$ cat src/ccmr_regs.vh
`ifndef CCMR_REGS_VH
`define CCMR_REGS_VH

// ----------------------------------------------------------------------
// Register addresses on the special function register bus.
// ----------------------------------------------------------------------
`define CCMR_MODE0_ADDR      8'hda
`define CCMR_MODE1_ADDR      8'hdb
`define CCMR_MODE2_ADDR      8'hdc
`define CCMR_MODE3_ADDR      8'hdd
`define CCMR_MODE4_ADDR      8'hde
`define CCMR_MODE5_ADDR      8'hce
`define CCMR_LOW0_ADDR       8'hfb
`define CCMR_LOW1_ADDR       8'he9
`define CCMR_LOW2_ADDR       8'heb
`define CCMR_LOW3_ADDR       8'hed
`define CCMR_LOW4_ADDR       8'hfd
`define CCMR_LOW5_ADDR       8'hd2
`define CCMR_HIGH0_ADDR      8'hfc
`define CCMR_HIGH1_ADDR      8'hea
`define CCMR_HIGH2_ADDR      8'hec
`define CCMR_HIGH3_ADDR      8'hee
`define CCMR_HIGH4_ADDR      8'hfe
`define CCMR_HIGH5_ADDR      8'hd3

// ----------------------------------------------------------------------
// Field positions inside each mode register.
// ----------------------------------------------------------------------
`define CCMR_WIDE_MOD_BIT    7
`define CCMR_COMPARE_EN_BIT  6
`define CCMR_RISE_CAP_BIT    5
`define CCMR_FALL_CAP_BIT    4
`define CCMR_MATCH_FLAG_BIT  3
`define CCMR_TOGGLE_EN_BIT   2
`define CCMR_WIDTH_MOD_BIT   1
`define CCMR_FLAG_IRQ_BIT    0

// ----------------------------------------------------------------------
// Reset values.
// ----------------------------------------------------------------------
`define CCMR_MODE_RESET      8'h00
`define CCMR_LOW_RESET       8'h00
`define CCMR_HIGH_RESET      8'h00

`endif

$ cat src/ccmr_reset_sync.v
`timescale 1ns/1ns
`default_nettype none

// ----------------------------------------------------------------------
// Reset release synchroniser.
// ----------------------------------------------------------------------
module ccmr_reset_sync (
    // Clock and raw reset.
    input  wire ref_clk,
    input  wire resetn,
    // Reset released in step with the clock.
    output wire sync_resetn
);

    reg stage_a;
    reg stage_b;

    // Assert at once, release two edges later to avoid metastable release.
    always @(posedge ref_clk or negedge resetn) begin
        if (!resetn) begin
            stage_a <= 1'b0;
            stage_b <= 1'b0;
        end else begin
            stage_a <= 1'b1;
            stage_b <= stage_a;
        end
    end

    assign sync_resetn = stage_b;

endmodule // ccmr_reset_sync

`default_nettype wire

$ cat src/ccmr_channel.v
`timescale 1ns/1ns
`default_nettype none
`include "ccmr_regs.vh"

// ----------------------------------------------------------------------
// One capture/compare module: match, capture edges and output pin.
// ----------------------------------------------------------------------
module ccmr_channel (
    // Clock and reset.
    input  wire        ref_clk,
    input  wire        rst_n,
    // Mode and value registers.
    input  wire [7:0]  mode,
    input  wire [15:0] value,
    // Counter array time base.
    input  wire [15:0] counter,
    input  wire        counter_step,
    // Module pin.
    input  wire        pin_in,
    output reg         pin_out,
    // Events towards the register file.
    output wire        match,
    output wire        capture,
    output wire        freq_add,
    output wire        reload
);

    reg  pin_prev;
    wire comp_en = mode[`CCMR_COMPARE_EN_BIT];
    wire tog_en  = mode[`CCMR_TOGGLE_EN_BIT];
    wire pwm_en  = mode[`CCMR_WIDTH_MOD_BIT];
    wire wide    = mode[`CCMR_WIDE_MOD_BIT];
    wire freq    = tog_en & pwm_en;
    wire eq_full = (counter == value);
    wire eq_low  = (counter[7:0] == value[7:0]);

    // Comparison only runs while the comparator is enabled.
    assign match    = comp_en & counter_step &
                      ((freq | (pwm_en & ~wide)) ? eq_low : eq_full);
    // Frequency output advances its next toggle point by the high byte.
    assign freq_add = match & freq;
    // 8-bit modulation reloads the duty byte when the low count wraps.
    assign reload   = comp_en & pwm_en & ~tog_en & ~wide & counter_step &
                      (counter[7:0] == 8'h00);
    // Capture on chosen pin edges; sample taken from the previous cycle.
    assign capture  = (mode[`CCMR_RISE_CAP_BIT] & pin_in & ~pin_prev) |
                      (mode[`CCMR_FALL_CAP_BIT] & ~pin_in & pin_prev);

    // Output pin: toggle, frequency output or modulated level.
    always @(posedge ref_clk or negedge rst_n) begin
        if (!rst_n) begin
            pin_prev <= 1'b0;
            pin_out  <= 1'b0;
        end else begin
            pin_prev <= pin_in;
            if (tog_en && match) begin
                pin_out <= ~pin_out;
            end else if (pwm_en && !tog_en && comp_en) begin
                if (wide) begin
                    pin_out <= (counter >= value);
                end else begin
                    pin_out <= (counter[7:0] >= value[7:0]);
                end
            end
        end
    end

endmodule // ccmr_channel

`default_nettype wire

$ cat src/ccmr_top.v
`timescale 1ns/1ns
`default_nettype none
`include "ccmr_regs.vh"

// ----------------------------------------------------------------------
// Capture/compare register block of the counter array.
// ----------------------------------------------------------------------

module ccmr_top #(
    parameter NUM_MODULES = 6
) (
    // Clock and reset.
    input  wire                   ref_clk,
    input  wire                   resetn,
    // Special function register bus.
    input  wire [7:0]             sfr_addr,
    input  wire [7:0]             sfr_wdata,
    input  wire                   sfr_wr,
    input  wire                   sfr_rd,
    output reg  [7:0]             sfr_rdata,
    // Counter array time base.
    input  wire [15:0]            counter_value,
    input  wire                   counter_step,
    // Flag clear from the counter array control register.
    input  wire [NUM_MODULES-1:0] flag_clear,
    // Module pins.
    input  wire [NUM_MODULES-1:0] module_input_pin,
    output wire [NUM_MODULES-1:0] module_output_pin,
    // Events.
    output reg  [NUM_MODULES-1:0] module_event_flag,
    output reg                    irq_request
);

    // ------------------------------------------------------------------
    // Address tables, module 0 in the lowest byte.
    // ------------------------------------------------------------------
    localparam [47:0] MODE_ADDRS = {`CCMR_MODE5_ADDR, `CCMR_MODE4_ADDR,
                                    `CCMR_MODE3_ADDR, `CCMR_MODE2_ADDR,
                                    `CCMR_MODE1_ADDR, `CCMR_MODE0_ADDR};
    localparam [47:0] LOW_ADDRS  = {`CCMR_LOW5_ADDR, `CCMR_LOW4_ADDR,
                                    `CCMR_LOW3_ADDR, `CCMR_LOW2_ADDR,
                                    `CCMR_LOW1_ADDR, `CCMR_LOW0_ADDR};
    localparam [47:0] HIGH_ADDRS = {`CCMR_HIGH5_ADDR, `CCMR_HIGH4_ADDR,
                                    `CCMR_HIGH3_ADDR, `CCMR_HIGH2_ADDR,
                                    `CCMR_HIGH1_ADDR, `CCMR_HIGH0_ADDR};

    // ------------------------------------------------------------------
    // Declarations.
    // ------------------------------------------------------------------
    wire                   rst_n;
    reg  [7:0]             mode      [0:NUM_MODULES-1];
    reg  [7:0]             value_low [0:NUM_MODULES-1];
    reg  [7:0]             value_high[0:NUM_MODULES-1];
    wire [NUM_MODULES-1:0] match;
    wire [NUM_MODULES-1:0] capture;
    wire [NUM_MODULES-1:0] freq_add;
    wire [NUM_MODULES-1:0] reload;
    reg  [NUM_MODULES-1:0] hit_mode;
    reg  [NUM_MODULES-1:0] hit_low;
    reg  [NUM_MODULES-1:0] hit_high;
    reg  [NUM_MODULES-1:0] flag_set;
    reg  [NUM_MODULES-1:0] irq_enable;
    reg  [NUM_MODULES-1:0] next_flag;
    reg  [7:0]             next_rdata;
    integer                k_dec;
    integer                k_mode;
    integer                k_val;
    integer                k_flag;
    integer                k_rd;

    // ------------------------------------------------------------------
    // Reset release.
    // ------------------------------------------------------------------
    ccmr_reset_sync u_reset_sync (
        .ref_clk     (ref_clk),
        .resetn      (resetn),
        .sync_resetn (rst_n)
    );

    // ------------------------------------------------------------------
    // Address decode: one hit vector per register kind.
    // ------------------------------------------------------------------
    // Every module's three registers sit at their own address.
    always @* begin
        for (k_dec = 0; k_dec < NUM_MODULES; k_dec = k_dec + 1) begin
            hit_mode[k_dec] = (sfr_addr == MODE_ADDRS[k_dec*8 +: 8]);
            hit_low[k_dec]  = (sfr_addr == LOW_ADDRS[k_dec*8 +: 8]);
            hit_high[k_dec] = (sfr_addr == HIGH_ADDRS[k_dec*8 +: 8]);
        end
    end

    // ------------------------------------------------------------------
    // Per-module logic.
    // ------------------------------------------------------------------
    genvar g;
    generate
        for (g = 0; g < NUM_MODULES; g = g + 1) begin : g_mod
            ccmr_channel u_channel (
                .ref_clk      (ref_clk),
                .rst_n        (rst_n),
                .mode         (mode[g]),
                .value        ({value_high[g], value_low[g]}),
                .counter      (counter_value),
                .counter_step (counter_step),
                .pin_in       (module_input_pin[g]),
                .pin_out      (module_output_pin[g]),
                .match        (match[g]),
                .capture      (capture[g]),
                .freq_add     (freq_add[g]),
                .reload       (reload[g])
            );
        end
    endgenerate

    // ------------------------------------------------------------------
    // Mode registers.
    // ------------------------------------------------------------------
    // Software owns the mode bits; nothing in hardware changes them.
    always @(posedge ref_clk or negedge rst_n) begin
        if (!rst_n) begin
            for (k_mode = 0; k_mode < NUM_MODULES; k_mode = k_mode + 1) begin
                mode[k_mode] <= `CCMR_MODE_RESET;
            end
        end else begin
            for (k_mode = 0; k_mode < NUM_MODULES; k_mode = k_mode + 1) begin
                if (sfr_wr && hit_mode[k_mode]) begin
                    mode[k_mode] <= sfr_wdata;
                end
            end
        end
    end

    // ------------------------------------------------------------------
    // Value registers.
    // ------------------------------------------------------------------
    // A capture wins over a software write in the same cycle, so a pin
    // edge is never lost; frequency output and 8-bit reload move the low
    // byte only, and a software write to it takes precedence there.
    always @(posedge ref_clk or negedge rst_n) begin
        if (!rst_n) begin
            for (k_val = 0; k_val < NUM_MODULES; k_val = k_val + 1) begin
                value_low[k_val]  <= `CCMR_LOW_RESET;
                value_high[k_val] <= `CCMR_HIGH_RESET;
            end
        end else begin
            for (k_val = 0; k_val < NUM_MODULES; k_val = k_val + 1) begin
                if (capture[k_val]) begin
                    value_low[k_val]  <= counter_value[7:0];
                    value_high[k_val] <= counter_value[15:8];
                end else begin
                    if (sfr_wr && hit_low[k_val]) begin
                        value_low[k_val] <= sfr_wdata;
                    end else if (freq_add[k_val]) begin
                        value_low[k_val] <= value_low[k_val] +
                                            value_high[k_val];
                    end else if (reload[k_val]) begin
                        value_low[k_val] <= value_high[k_val];
                    end
                    if (sfr_wr && hit_high[k_val]) begin
                        value_high[k_val] <= sfr_wdata;
                    end
                end
            end
        end
    end

    // ------------------------------------------------------------------
    // Event flags and interrupt request.
    // ------------------------------------------------------------------
    // A new event in the clearing cycle keeps the flag set.
    always @* begin
        for (k_flag = 0; k_flag < NUM_MODULES; k_flag = k_flag + 1) begin
            flag_set[k_flag]   = capture[k_flag] |
                                 (match[k_flag] &
                                  mode[k_flag][`CCMR_MATCH_FLAG_BIT]);
            irq_enable[k_flag] = mode[k_flag][`CCMR_FLAG_IRQ_BIT];
        end
        next_flag = (module_event_flag & ~flag_clear) | flag_set;
    end

    // The request is registered so the output comes from a flip-flop.
    always @(posedge ref_clk or negedge rst_n) begin
        if (!rst_n) begin
            module_event_flag <= {NUM_MODULES{1'b0}};
            irq_request       <= 1'b0;
        end else begin
            module_event_flag <= next_flag;
            irq_request       <= |(next_flag & irq_enable);
        end
    end

    // ------------------------------------------------------------------
    // Read data.
    // ------------------------------------------------------------------
    // Unmapped addresses read as zero.
    always @* begin
        next_rdata = 8'h00;
        for (k_rd = 0; k_rd < NUM_MODULES; k_rd = k_rd + 1) begin
            if (hit_mode[k_rd]) begin
                next_rdata = mode[k_rd];
            end
            if (hit_low[k_rd]) begin
                next_rdata = value_low[k_rd];
            end
            if (hit_high[k_rd]) begin
                next_rdata = value_high[k_rd];
            end
        end
    end

    // Read data is held until the next read strobe.
    always @(posedge ref_clk or negedge rst_n) begin
        if (!rst_n) begin
            sfr_rdata <= 8'h00;
        end else if (sfr_rd) begin
            sfr_rdata <= next_rdata;
        end
    end

endmodule // ccmr_top

`default_nettype wire

$ cat config.mk
export PLATFORM = sky130hd
export DESIGN_NAME = ccmr_top
export DESIGN_NICKNAME = d
export VERILOG_FILES = /design/src/ccmr_reset_sync.v /design/src/ccmr_channel.v /design/src/ccmr_top.v
export VERILOG_INCLUDE_DIRS = /design/src
export SDC_FILE = /design/constraint.sdc
export NUM_CORES = 1
export LEC_CHECK = 0
export BUFFER_PORTS_ARGS = -buffer_cell sky130_fd_sc_hd__clkbuf_2
export CAP_MARGIN = 5
export CORE_ASPECT_RATIO = 0.9
export CORE_MARGIN = 2
export CORE_UTILIZATION = 45
export CTS_CLUSTER_DIAMETER = 50
export CTS_CLUSTER_SIZE = 10
export DETAILED_ROUTE_END_ITERATION = 16
export SYNTH_ARGS = -nofsm -noshare
export SYNTH_HDL_FRONTEND = slang
export SYNTH_SLANG_ARGS = --single-unit
export TNS_END_PERCENT = 50
$ cat constraint.sdc
create_clock -name ref_clk -period 6.3 [get_ports ref_clk]
set_input_delay 0.945 -clock ref_clk [delete_from_list [all_inputs] [get_ports ref_clk]]
set_output_delay 0.945 -clock ref_clk [all_outputs]
set_load 0.005 [all_outputs]
==> summary.md, run 1 <==
| Metric | Value |
|---|---|
| Hold_ws | 0.2571 ns |
| Synth top area share | 0.3040 |
| First-pass GRT wire length | 81450 um |
| Area delta synth->final | 8.135% |
| Slew margin rel. | 0.1762 |
| Die X-Extent | 191.5 um |
| Startpoint Class | input pin |
| Share of layout cells above drive strength 1 | 0.1035 |
| Area of the core | 31060 um^2 |
| GRT Util Overall | 0.3292 |
| ANT nets after route | 0 |
| Reg power frac | 0.357 |
| Via count | 13.53k |
| TritonCTS buffer count | 17 |
| DR WL/cell | 25.45 um |
| Dominant cells by area after synthesis | dfrtp_1, ha_1, o21ai_0 |
| Sw power | 0.002332 W |
| Switching Share | 0.4349 |
| Clock Sink Count | 173 |
| CTS HTree Levels | 4 |
| Setup Skew | 0.01418 ns |
| Post-synth ARST share | 1.000 |
| Mapped Cells | 1691 |
| Slew Limit Fails | 0 |
| Worst r2r src | value_low[47] |
| Synth Register Bits | 173 |
| I/O pins | 70 |
| P_int | 0.003031 W |
| Row count | 61 |
| IO buf count | 69 |
| Crit Path Max Fanout | 13 |
| Worst-Margin Slew | 1.219 ns |
| Drt via density | 6.387 |
| Post-synth top area cell | dfrtp_1 |
| Clk pwr share | 0.210 |
| Tcrit/Tclk final | 0.5674 |
| Drt pass-1 iters | 8 |
| Post-synth EDFFs | 0 |
| Grt ovf | 0 |
| Final hold violation count | 0 |
| Post-Route Setup TNS | 0 ns |
| Finish-stage setup viols | 0 |
| Clk slew on worst S/H paths | 0.07 ns |
| Number of global-route vias before repair | 12.84k |
| FF-to-FF path depth | 8 |
| Net count after synthesis | 1884 |
| Combinational power share | 0.432 |
| Root Driver | clkbuf_16 |
| Pwr per Cell Area | 348.3 nW/um^2 |
| RSZ-0062 raised after global routing | no |
| CTS Buffer Depth | 2 |
| CP arrival | 3.90 ns |
| Routed wire length | 53930 um |
| Main synth FF type | dfrtp_1 |
| Sequential element share of the synthesized area | 0.3040 |
| Crit path from | counter_value[3] |
| Pleak | 7.298 nW |
| Cts repair resizes | 0 |
| Die H | 172.8 um |
| Initial drt markers | 1534 |
| Outcome | finished, final reports clean |
| Ant. Diodes | 0 |
| TritonCTS clock tree | built |
| Initial antenna violation count | 0 |
| Maximum ir drop on the vdd rail | 0.0002034 V |
| Hold crit path type | input pin to asynchronous set/reset pin |
| Starting Density | 0.4585 |
| Dpl hpwl | 38030 um |
| Cell area after synthesis | 14240 um^2 |
| Post-CTS setup buffers | 0 |
| Post-synthesis cell type count | 81 |
| Fmax achieved | 279.8 MHz |
| Yosys warnings | 0 |
| Fillers | 2986 |
| DRC viols | 0 |
| Die ar. | 33090 um^2 |
| Final min period | 3.574 ns |
| Largest net degree at the start of global routing | 72 |
| Routability cong. | 0.9418 |
| Mapped Avg Cell Area | 8.422 um^2 |
| Critical Path Sink Type | register |
| Max-cap viol count | 0 |
| Required time of the worst setup path | 6.63 ns |
| Hold-fix buffers, CTS | 0 |
| Worst-Skew Late Latency | 0.46 ns |
| Nets | 1890 |
| Crit Path Category | input pin to register |
==> cell usage after synthesis (all sizes together), types with 9 or more instances <==
master    n
ha      138
xnor2    15
clkbuf   63
a21o     53
o22ai    38
and3     11
buf      30
nand2b   12
a21oi   128
mux2     43
nand4    30
o21a      9
o21ai   157
nor2     79
nor2b    17
o31ai    10
o211ai   26
nor3     33
a211oi   27
a221oi   12
a31oi    11
inv     123
nand3    37
dfrtp   173
mux2i    69
xor2     12
nand2   185
a22oi    36
==> stage by stage <==
stage / cells / power (W) / instance area [um^2] / utilization / setup slack (ns)
finish: 2119 / 0.005363 / 15400 / 0.4958 / 2.726
global route: 2119 / 0.005755 / 15400 / 0.4958 / 2.673
CTS: 2119 / 0.005324 / 15400 / 0.4958 / 2.834
detailed placement: 2087 / 0.004185 / 14800 / 0.4765 / 2.366
global placement: 2087 / 0.004110 / 14800 / 0.4765 / 2.399
floorplan: 1691 / 0.003441 / 14240 / - / 1.123
==> cell families after synthesis <==
family          share of synthesized area
mux                               0.08249
simple gates                       0.1604
other cells                     0.0002633
compound gates                     0.2448
flops                              0.3040
xor+xnor                          0.01660
fa+ha+maj                          0.1297
buf+inv                           0.06176
==> power by group through the flow <==
stage | sequential (W) | clock, W | combinational [W]
floorplan | 0.00165 | 0 | 0.00179
global placement | 0.00191 | 0 | 0.00220
detailed placement | 0.00191 | 0 | 0.00227
CTS | 0.00189 | 0.00114 | 0.00229
global route | 0.00194 | 0.00118 | 0.00263
finish | 0.00192 | 0.00113 | 0.00232
==> final timing paths <==
check | end | slack, ns
setup reg to reg | value_low[42] | 3.43
max in group asynchronous | irq_enable[1] | 4.32
setup / recovery | value_low[42] | 2.73
min in group ref_clk | u_reset_sync.sync_resetn | 0.35
hold / removal | u_reset_sync.sync_resetn | 0.26
hold reg to reg | u_reset_sync.sync_resetn | 0.35
==> registers in the layout, summed over array words and instances (netlist names) <==
| name | cells |
|---|---|
| module_event_flag | 6 |
| value_high | 48 |
| irq_enable | 6 |
| g_mod.u_channel.pin_out | 6 |
| g_mod.u_channel.pin_prev | 6 |
| u_reset_sync.stage_a | 1 |
| sfr_rdata | 8 |
| u_reset_sync.sync_resetn | 1 |
| mode | 42 |
| irq_request | 1 |
| value_low | 48 |
==> routing by layer <==
metal	global-route usage	wire length (um)	up-vias
met2	0.4923	23560	582
met3	0.05135	4120	100
met5	0	0	-
met4	0.1019	1661	0
met1	0.4852	24590	6627
li1	-	-	6224
==> worst max-delay path: stages <==
cell and delay, ns:
clkbuf_2 0.39, nor4_1 0.38, nand4b_1 0.75, or4_1 0.73, and4_1 0.33, a211oi_1 0.29
a21oi_1 0.08
==> placed cells by master, fill, tap and decap left out, types with 15 or more instances in the layout <==
cell type and n:
xnor2_1 15, nor3_1 29, mux2i_1 69, o21ai_0 153
a22oi_1 36, nand3_1 37, a21oi_1 128, nand4_1 30
a21o_1 53, nor2b_1 17, a211oi_1 27, clkbuf_16 17
nand2_1 184, dfrtp_1 172, mux2_2 43, o22ai_1 33
clkbuf_2 69, o211ai_1 26, nor2_1 78, inv_1 123
ha_1 138
==> final cells by class <==
type / instances / area (um^2) / share of cell area
Tap cell: 409 / 511.7 / 0.03323
Sequential cell: 173 / 4333 / 0.2813
Clock inverter: 14 / 158.9 / 0.01032
Timing Repair Buffer: 80 / 427.9 / 0.02778
Inverter: 123 / 461.7 / 0.02998
Clock buffer: 18 / 439.2 / 0.02852
Multi-Input combinational cell: 1302 / 9069 / 0.5888
No activity file was read; power rests on OpenSTA's default activity.
==> run 2: changes to the inputs <==
- clock period: 6.3 -> 3 ns (I/O delays scaled with it)
==> run 2 against run 1 <==
First-iteration DRC count rose by 4.3%. Cell count rose by 4.0%. Final area rose by 4.1%. Non-clock buffer count increased by 84. Largest cell class unchanged. Die area did not move. Clock-buffer cell count is 2 higher. Register-to-register slack lost 3.0 ns. Clock skew is 0.0018 ns higher.
==> summary.md, run 2 (same netlist as run 1, synthesis figures left out) <==
| Metric | Value |
|---|---|
| Final min period | 2.611 ns |
| CTS Buffer Depth | 2 (unchanged) |
| Final hold violation count | 0 (unchanged) |
| Drt via density | 6.355 (-0.49%) |
| Routability cong. | 0.9723 (+3.2%) |
| Final worst slack | 0.3887 ns (-2.337 ns) |
| Area of the core | 31060 um^2 (unchanged) |
| Nets | 1974 (+4.4%) |
| Sw power | 0.004858 W (+110%) |
| Pwr per Cell Area | 697.5 nW/um^2 (+100%) |
| Dpl hpwl | 40310 um (+6.0%) |
| Setup Skew | 0.01602 ns (+0.001844 ns) |
| FF-to-FF path depth | 7 (-1) |
| Combinational power share | 0.449 (+0.017) |
| TritonCTS buffer count | 17 (unchanged) |
| Die H | 172.8 um (unchanged) |
| ANT nets after route | 0 (unchanged) |
| Largest net degree at the start of global routing | 50 (-31%) |
| Worst-Skew Late Latency | 0.45 ns (about the same) |
| Startpoint Class | register |
| Worst r2r src | value_low[39] |
| Post-Route Setup TNS | 0 ns (unchanged) |
| Post-Place Worst Slack | 0.1171 ns (-2.249 ns) |
| Required time of the worst setup path | 3.31 ns (-3.32 ns) |
| Clk pwr share | 0.196 (-0.014) |
| I/O pins | 70 (unchanged) |
| IO buf count | 69 (unchanged) |
| Outcome | finished, final reports clean |
| CP arrival | 2.93 ns (-0.97 ns) |
| Hold_ws | 0.1447 ns (-0.1125 ns) |
| Reg-to-Reg End | value_low[34] |
| Final core utilization | 0.5159 (+0.02010) |
| Switching Share | 0.4347 (about the same) |
| Initial drt markers | 1600 (+4.3%) |
| CTS HTree Levels | 4 (unchanged) |
| Crit Path Max Fanout | 12 (-1) |
| Clock Sink Count | 173 (unchanged) |
| Hold crit path type | input pin to register |
| Worst-Margin Slew | 0.8578 ns (-0.3613 ns) |
| Max-cap viol count | 0 (unchanged) |
| Worst Hold Depth | 1 |
| Biggest regs | value_high x48, value_low x48, mode x42 |
| Row count | 61 (unchanged) |
| Die X-Extent | 191.5 um (unchanged) |
| Die ar. | 33090 um^2 (unchanged) |
| GRT Util Overall | 0.3312 (+0.002001) |
| Finish-stage setup viols | 0 (unchanged) |
| Drt pass-1 iters | 7 (-1) |
| Share of layout cells above drive strength 1 | 0.1433 (+0.03975) |
| Crit Path Category | register to register |
| Post-CTS setup buffers | 0 (unchanged) |
| RSZ-0062 raised after global routing | no |
| Cts repair resizes | 0 (unchanged) |
| Slew margin rel. | 0.4281 (+0.2520) |
| Most frequent cells in the layout | nand2_1, dfrtp_1, o21ai_0 |
| Pleak | 7.682 nW (+5.2%) |
| DRC viols | 0 (unchanged) |
| Worst Hold Path EP | g_mod[4].u_channel.pin_prev |
| Critical Path Sink Type | register |
| Initial antenna violation count | 0 (unchanged) |
| Clk slew on worst S/H paths | 0.08 ns (about the same) |
| P_int | 0.006319 W (+110%) |
| Starting Density | 0.4585 (unchanged) |
| TritonCTS clock tree | built |
| Tcrit/Tclk final | 0.8704 |
| Crit path from | value_low[39] |
| Grt ovf | 0 (unchanged) |
| Slew Limit Fails | 0 (unchanged) |
| Maximum ir drop on the vdd rail | 0.0004107 V (+100%) |
| Routed wire length | 54830 um (+1.7%) |
| Number of global-route vias before repair | 13.18k (+2.7%) |
| Commonest non-fill, non-tap cell in the layout | nand2_1 |
| Ant. Diodes | 0 (unchanged) |
| Worst reg-to-reg setup slack | 0.39 ns (-3.04 ns) |
| Area delta synth->final | 12.52% |
| Reg power frac | 0.354 (-0.003) |
| Worst Hold Launch | module_input_pin[4] |
| Via count | 14.00k (+3.5%) |
| Root Driver | clkbuf_16 |
| Fmax achieved | 382.9 MHz |
| First-pass GRT wire length | 81830 um (+0.47%) |
| DR WL/cell | 24.89 um (-2.2%) |
## run 2: cell count changes in the layout (fill, tap and decap cells not counted), moves of 2 or more
cell / change
buf_12: +3
clkinvlp_4: +5
inv_6: -2
buf_4: +80
clkinv_4: -2
clkbuf_1: +3
## run 2: worst max-delay path by stage
stage | cells after the start | slack [ns] | to
final | 7 | 0.39 | value_low[34]
after CTS | 7 | 0.45 | value_low[34]
after detailed placement | 8 | 0.12 | value_low[39]
after floorplan | 0 | 0.14 | g_mod[0].u_channel.pin_out
after global placement | 7 | 0.11 | value_low[39]
after global routing | 7 | 0.29 | value_low[34]
## run 2: per-stage QoR
step                      instance area, um^2  instances  power [W]
after floorplan                         14240       1691   0.007227
after global placement                  15460       2170   0.008687
after detailed placement                15460       2170   0.008850
after CTS                               16030       2203    0.01107
after global routing                    16030       2203    0.01199
final                                   16030       2203    0.01118
## run 2: area by class of cell
cell class	count	area (um^2)
inverter	123	461.7
clock inverter	12	115.1
multi-input combinational	1302	9069
sequential	173	4333
clock buffer	20	436.7
fill	2976	15040
timing repair buffer	164	1099
tap	409	511.7
## run 2: layer usage
metal / global-route usage / share of wire
met1: 0.4690 / 0.44
met2: 0.5066 / 0.44
met3: 0.06028 / 0.093
met4: 0.1122 / 0.035
met5: 0 / 0
## run 2: critical path: stages, from the launching register on
cell      delay (ns)
dfrtp_1         0.43
inv_1           0.10
ha_1            0.31
nand4_1         0.15
or4b_1          0.77
o311a_1         0.37
a211oi_1        0.28
a21oi_1         0.08
## run 2: what timing repair did
item / in CTS / in global routing
endpoints found under the setup margin: 0 / 0
hold endpoints to repair: 2 / 0
hold buffers: 1 / 0
## run 2: power groups by stage
stage | clock, W | combinational [W] | sequential, W
floorplan | 0 | 0.00375 | 0.00347
global placement | 0 | 0.00475 | 0.00393
detailed placement | 0 | 0.00490 | 0.00395
CTS | 0.00222 | 0.00494 | 0.00391
finish | 0.00220 | 0.00502 | 0.00396
global route | 0.00231 | 0.00568 | 0.00400
==> run 3: changes to the inputs <==
- ABC_AREA: not set -> 1
- SETUP_SLACK_MARGIN: not set -> 0.1
==> run 3 against run 2 <==
Clock power is 16% higher. Largest power group unchanged. Die area is 1.2% lower. Worst setup slack worse by 0.022 ns. Clock-buffer cell count is 1 lower. Worst hold slack worse by 0.027 ns. Combinational power is 6.6% lower. Total power is 3.3% lower. Synthesized cell count is 14% higher. Clock skew is 0.0037 ns lower.
==> summary.md, run 3 <==
| Metric | Value |
|---|---|
| Yosys warnings | 0 (unchanged) |
| Area of the core | 30830 um^2 (-0.74%) |
| Slew Limit Fails | 0 (unchanged) |
| CTS Buffer Depth | 2 (unchanged) |
| Worst Hold Path EP | g_mod[1].u_channel.pin_prev |
| Worst-Skew Late Latency | 0.45 ns (about the same) |
| CTS HTree Levels | 4 (unchanged) |
| Outcome | finished, final reports clean |
| Row count | 61 (unchanged) |
| Post-synth ARST share | 1.000 (unchanged) |
| Final hold violation count | 0 (unchanged) |
| Clock Sink Count | 173 (unchanged) |
| Pleak | 7.819 nW (+1.8%) |
| Crit Path Max Fanout | 13 (+1) |
| Finish-stage setup viols | 0 (unchanged) |
| Setup Skew | 0.01233 ns (-0.003693 ns) |
| Switching Share | 0.4324 (-0.002260) |
| Critical Path Sink Type | register |
| Max-cap viol count | 0 (unchanged) |
| Die H | 171.7 um (-0.60%) |
| Met2 Use GR | 0.5077 (+0.001049) |
| I/O pins | 70 (unchanged) |
| Ant. Diodes | 0 (unchanged) |
| Mapped Avg Cell Area | 7.271 um^2 (-14%) |
| Crit Path Category | register to register |
| First-pass GRT wire length | 83150 um (+1.6%) |
| Main synth FF type | dfrtp_1 |
| Clk pwr share | 0.236 (+0.040) |
| Via count | 14.44k (+3.1%) |
| Most frequent cell after synthesis | nand2_1 |
| Synth top cells by count | nand2_1, inv_1, dfrtp_1 |
| Final min period | 2.633 ns (+0.02176 ns) |
| Starting Density | 0.4563 (-0.002236) |
| Share of layout cells above drive strength 1 | 0.1145 (-0.02879) |
| Routed wire length | 54930 um (+0.18%) |
| GR Util met1 | 0.4768 (+0.007781) |
| FF-to-FF path depth | 13 (+6) |
| Maximum ir drop on the vdd rail | 0.0004224 V (+2.8%) |
| Worst Hold Depth | 1 (unchanged) |
| Startpoint Class | register |
| DRC viols | 0 (unchanged) |
| Drt pass-1 iters | 6 (-1) |
| Combinational power share | 0.434 (-0.015) |
| Worst Hold Launch | module_input_pin[1] |
| Fmax achieved | 379.8 MHz (-0.83%) |
| Met3 Resource Use GR | 0.09141 (+0.03113) |
| Worst-Margin Slew | 0.8091 ns (-0.04863 ns) |
| DR WL/cell | 22.31 um (-10%) |
| Slew margin rel. | 0.4600 (+0.03183) |
| Fillers | 3062 (+2.9%) |
| Reg power frac | 0.330 (-0.024) |
| Routability cong. | 0.9837 (+1.2%) |
| Tcrit/Tclk final | 0.8777 (+0.007252) |
| RSZ-0062 raised after global routing | no |
| Synth top area share | 0.3077 (+0.003758) |
| Nets | 2233 (+13%) |
| Dominant cells by area after synthesis | dfrtp_1, ha_1, nand2_1 |
| Drt via density | 5.864 (-7.7%) |
| Grt peak-use layer | met2 |
| Sw power | 0.004672 W (-3.8%) |
| Dpl cell area | 15210 um^2 (-1.7%) |
| Root Driver | clkbuf_16 |
| Grt ovf | 0 (unchanged) |
| Mapped Cells | 1935 (+14%) |
| TritonCTS buffer count | 17 (unchanged) |
| GRT Util Overall | 0.3448 (+0.01363) |
| Post-synth EDFFs | 0 (unchanged) |
| Initial antenna violation count | 1 (+1) |
| Largest net degree at the start of global routing | 49 (-2.0%) |
| IO buf count | 69 (unchanged) |
| Synth Register Bits | 173 (unchanged) |
| Clk slew on worst S/H paths | 0.08 ns (about the same) |
| CP arrival | 2.95 ns (+0.02 ns) |
| Die X-Extent | 190.4 um (-0.60%) |
| Post-Route Setup TNS | 0 ns (unchanged) |
| Cell area after synthesis | 14070 um^2 (-1.2%) |
| TritonCTS clock tree | built |
| Net count after synthesis | 2128 (+13%) |
| Sequential element share of the synthesized area | 0.3077 (+0.003758) |
| ANT nets after route | 0 (unchanged) |
| Post-synthesis cell type count | 59 (-27%) |
| Dpl hpwl | 42470 um (+5.4%) |
| Pwr per Cell Area | 680.6 nW/um^2 (-2.4%) |
| Worst r2r src | value_high[29] |
| P_int | 0.006132 W (-3.0%) |
| Worst reg-to-reg setup slack | 0.37 ns (-0.02 ns) |
| Commonest non-fill, non-tap cell in the layout | nand2_1 |
| Most frequent cells in the layout | nand2_1, inv_1, dfrtp_1 |
| Initial drt markers | 1677 (+4.8%) |
| Post-synth top area cell | dfrtp_1 |
| Final Cell Area | 15880 um^2 (-0.94%) |
| Post-CTS setup buffers | 0 (unchanged) |
| Area delta synth->final | 12.84% |
| Required time of the worst setup path | 3.31 ns (about the same) |
| Number of global-route vias before repair | 13.72k (+4.1%) |
| Reg-to-Reg End | value_low[28] |
| Die ar. | 32700 um^2 (-1.2%) |
| Hold crit path type | input pin to register |
| Biggest regs | value_high x48, value_low x48, mode x42 |
==> run 3: routing by layer <==
| metal | routed length (um) | share of wire |
|---|---|---|
| met3 | 6122 | 0.11 |
| met5 | 0 | 0 |
| met1 | 23590 | 0.43 |
| met4 | 2408 | 0.044 |
| met2 | 22810 | 0.42 |
==> run 3: final cells by class <==
class	count	area, um^2	area share
clock buffer	19	452.9	0.02853
clock inverter	13	203.9	0.01285
inverter	290	1089	0.06857
multi-input combinational	1428	8417	0.5302
sequential	173	4333	0.2729
tap	409	511.7	0.03224
timing repair buffer	130	868.3	0.05470
==> run 3: per-stage QoR <==
stage / utilization / power [W] / hold WS, ns / cells / setup WS [ns]
after floorplan: - / 0.006636 / 0.1544 / 1935 / 0.1411
after global placement: 0.4932 / 0.008075 / 0.2353 / 2429 / 0.1671
after detailed placement: 0.4932 / 0.008156 / 0.2389 / 2429 / 0.07622
after CTS: 0.5149 / 0.01072 / 0.1061 / 2462 / 0.4373
after global routing: 0.5149 / 0.01166 / 0.1061 / 2462 / 0.1900
final: 0.5149 / 0.01080 / 0.1176 / 2462 / 0.3669
==> run 3: timing repair <==
item                                   CTS  global route
endpoints found under the hold margin    2             0
hold buffers                             1             0
gates resized for setup                  0             0
==> run 3: worst max path at each step <==
stage,cells past startpoint,startpoint,to,slack (ns)
floorplan,0,u_reset_sync.sync_resetn,g_mod[0].u_channel.pin_out,0.14
global placement,13,counter_value[11],value_low[3],0.17
detailed placement,13,counter_value[11],value_low[3],0.08
CTS,13,value_high[0],value_low[3],0.44
global route,13,value_high[0],value_low[3],0.19
finish,13,value_high[29],value_low[28],0.37
==> run 3: kinds of logic after synthesis <==
logic type	count (synthesis)	synth area share
simple gates	791	0.2480
compound gates	465	0.2020
buf+inv	334	0.09401
flops	173	0.3077
fa+ha+maj	144	0.1313
xor+xnor	27	0.01681
other cells	1	0.0002666
==> run 3: worst max-delay path, cell delays in order (launching register included) <==
cell and delay, ns:
dfrtp_1 0.50, inv_1 0.12, ha_1 0.31, nand2_1 0.06, nor2_1 0.16, nand4_1 0.20, a21oi_1 0.17, nand3_1 0.12
nor2_1 0.20, inv_1 0.09, nand2_2 0.11, inv_2 0.12, a221oi_1 0.23, a22oi_1 0.11
==> run 3: power groups by stage <==
stage	logic [W]	registers, W	clock network, W
2_1_floorplan	0.00338	0.00326	0
3_3_place_gp	0.00450	0.00357	0
3_5_place_dp	0.00458	0.00357	0
4_1_cts	0.00462	0.00353	0.00257
5_1_grt	0.00537	0.00362	0.00267
6_report	0.00469	0.00357	0.00255
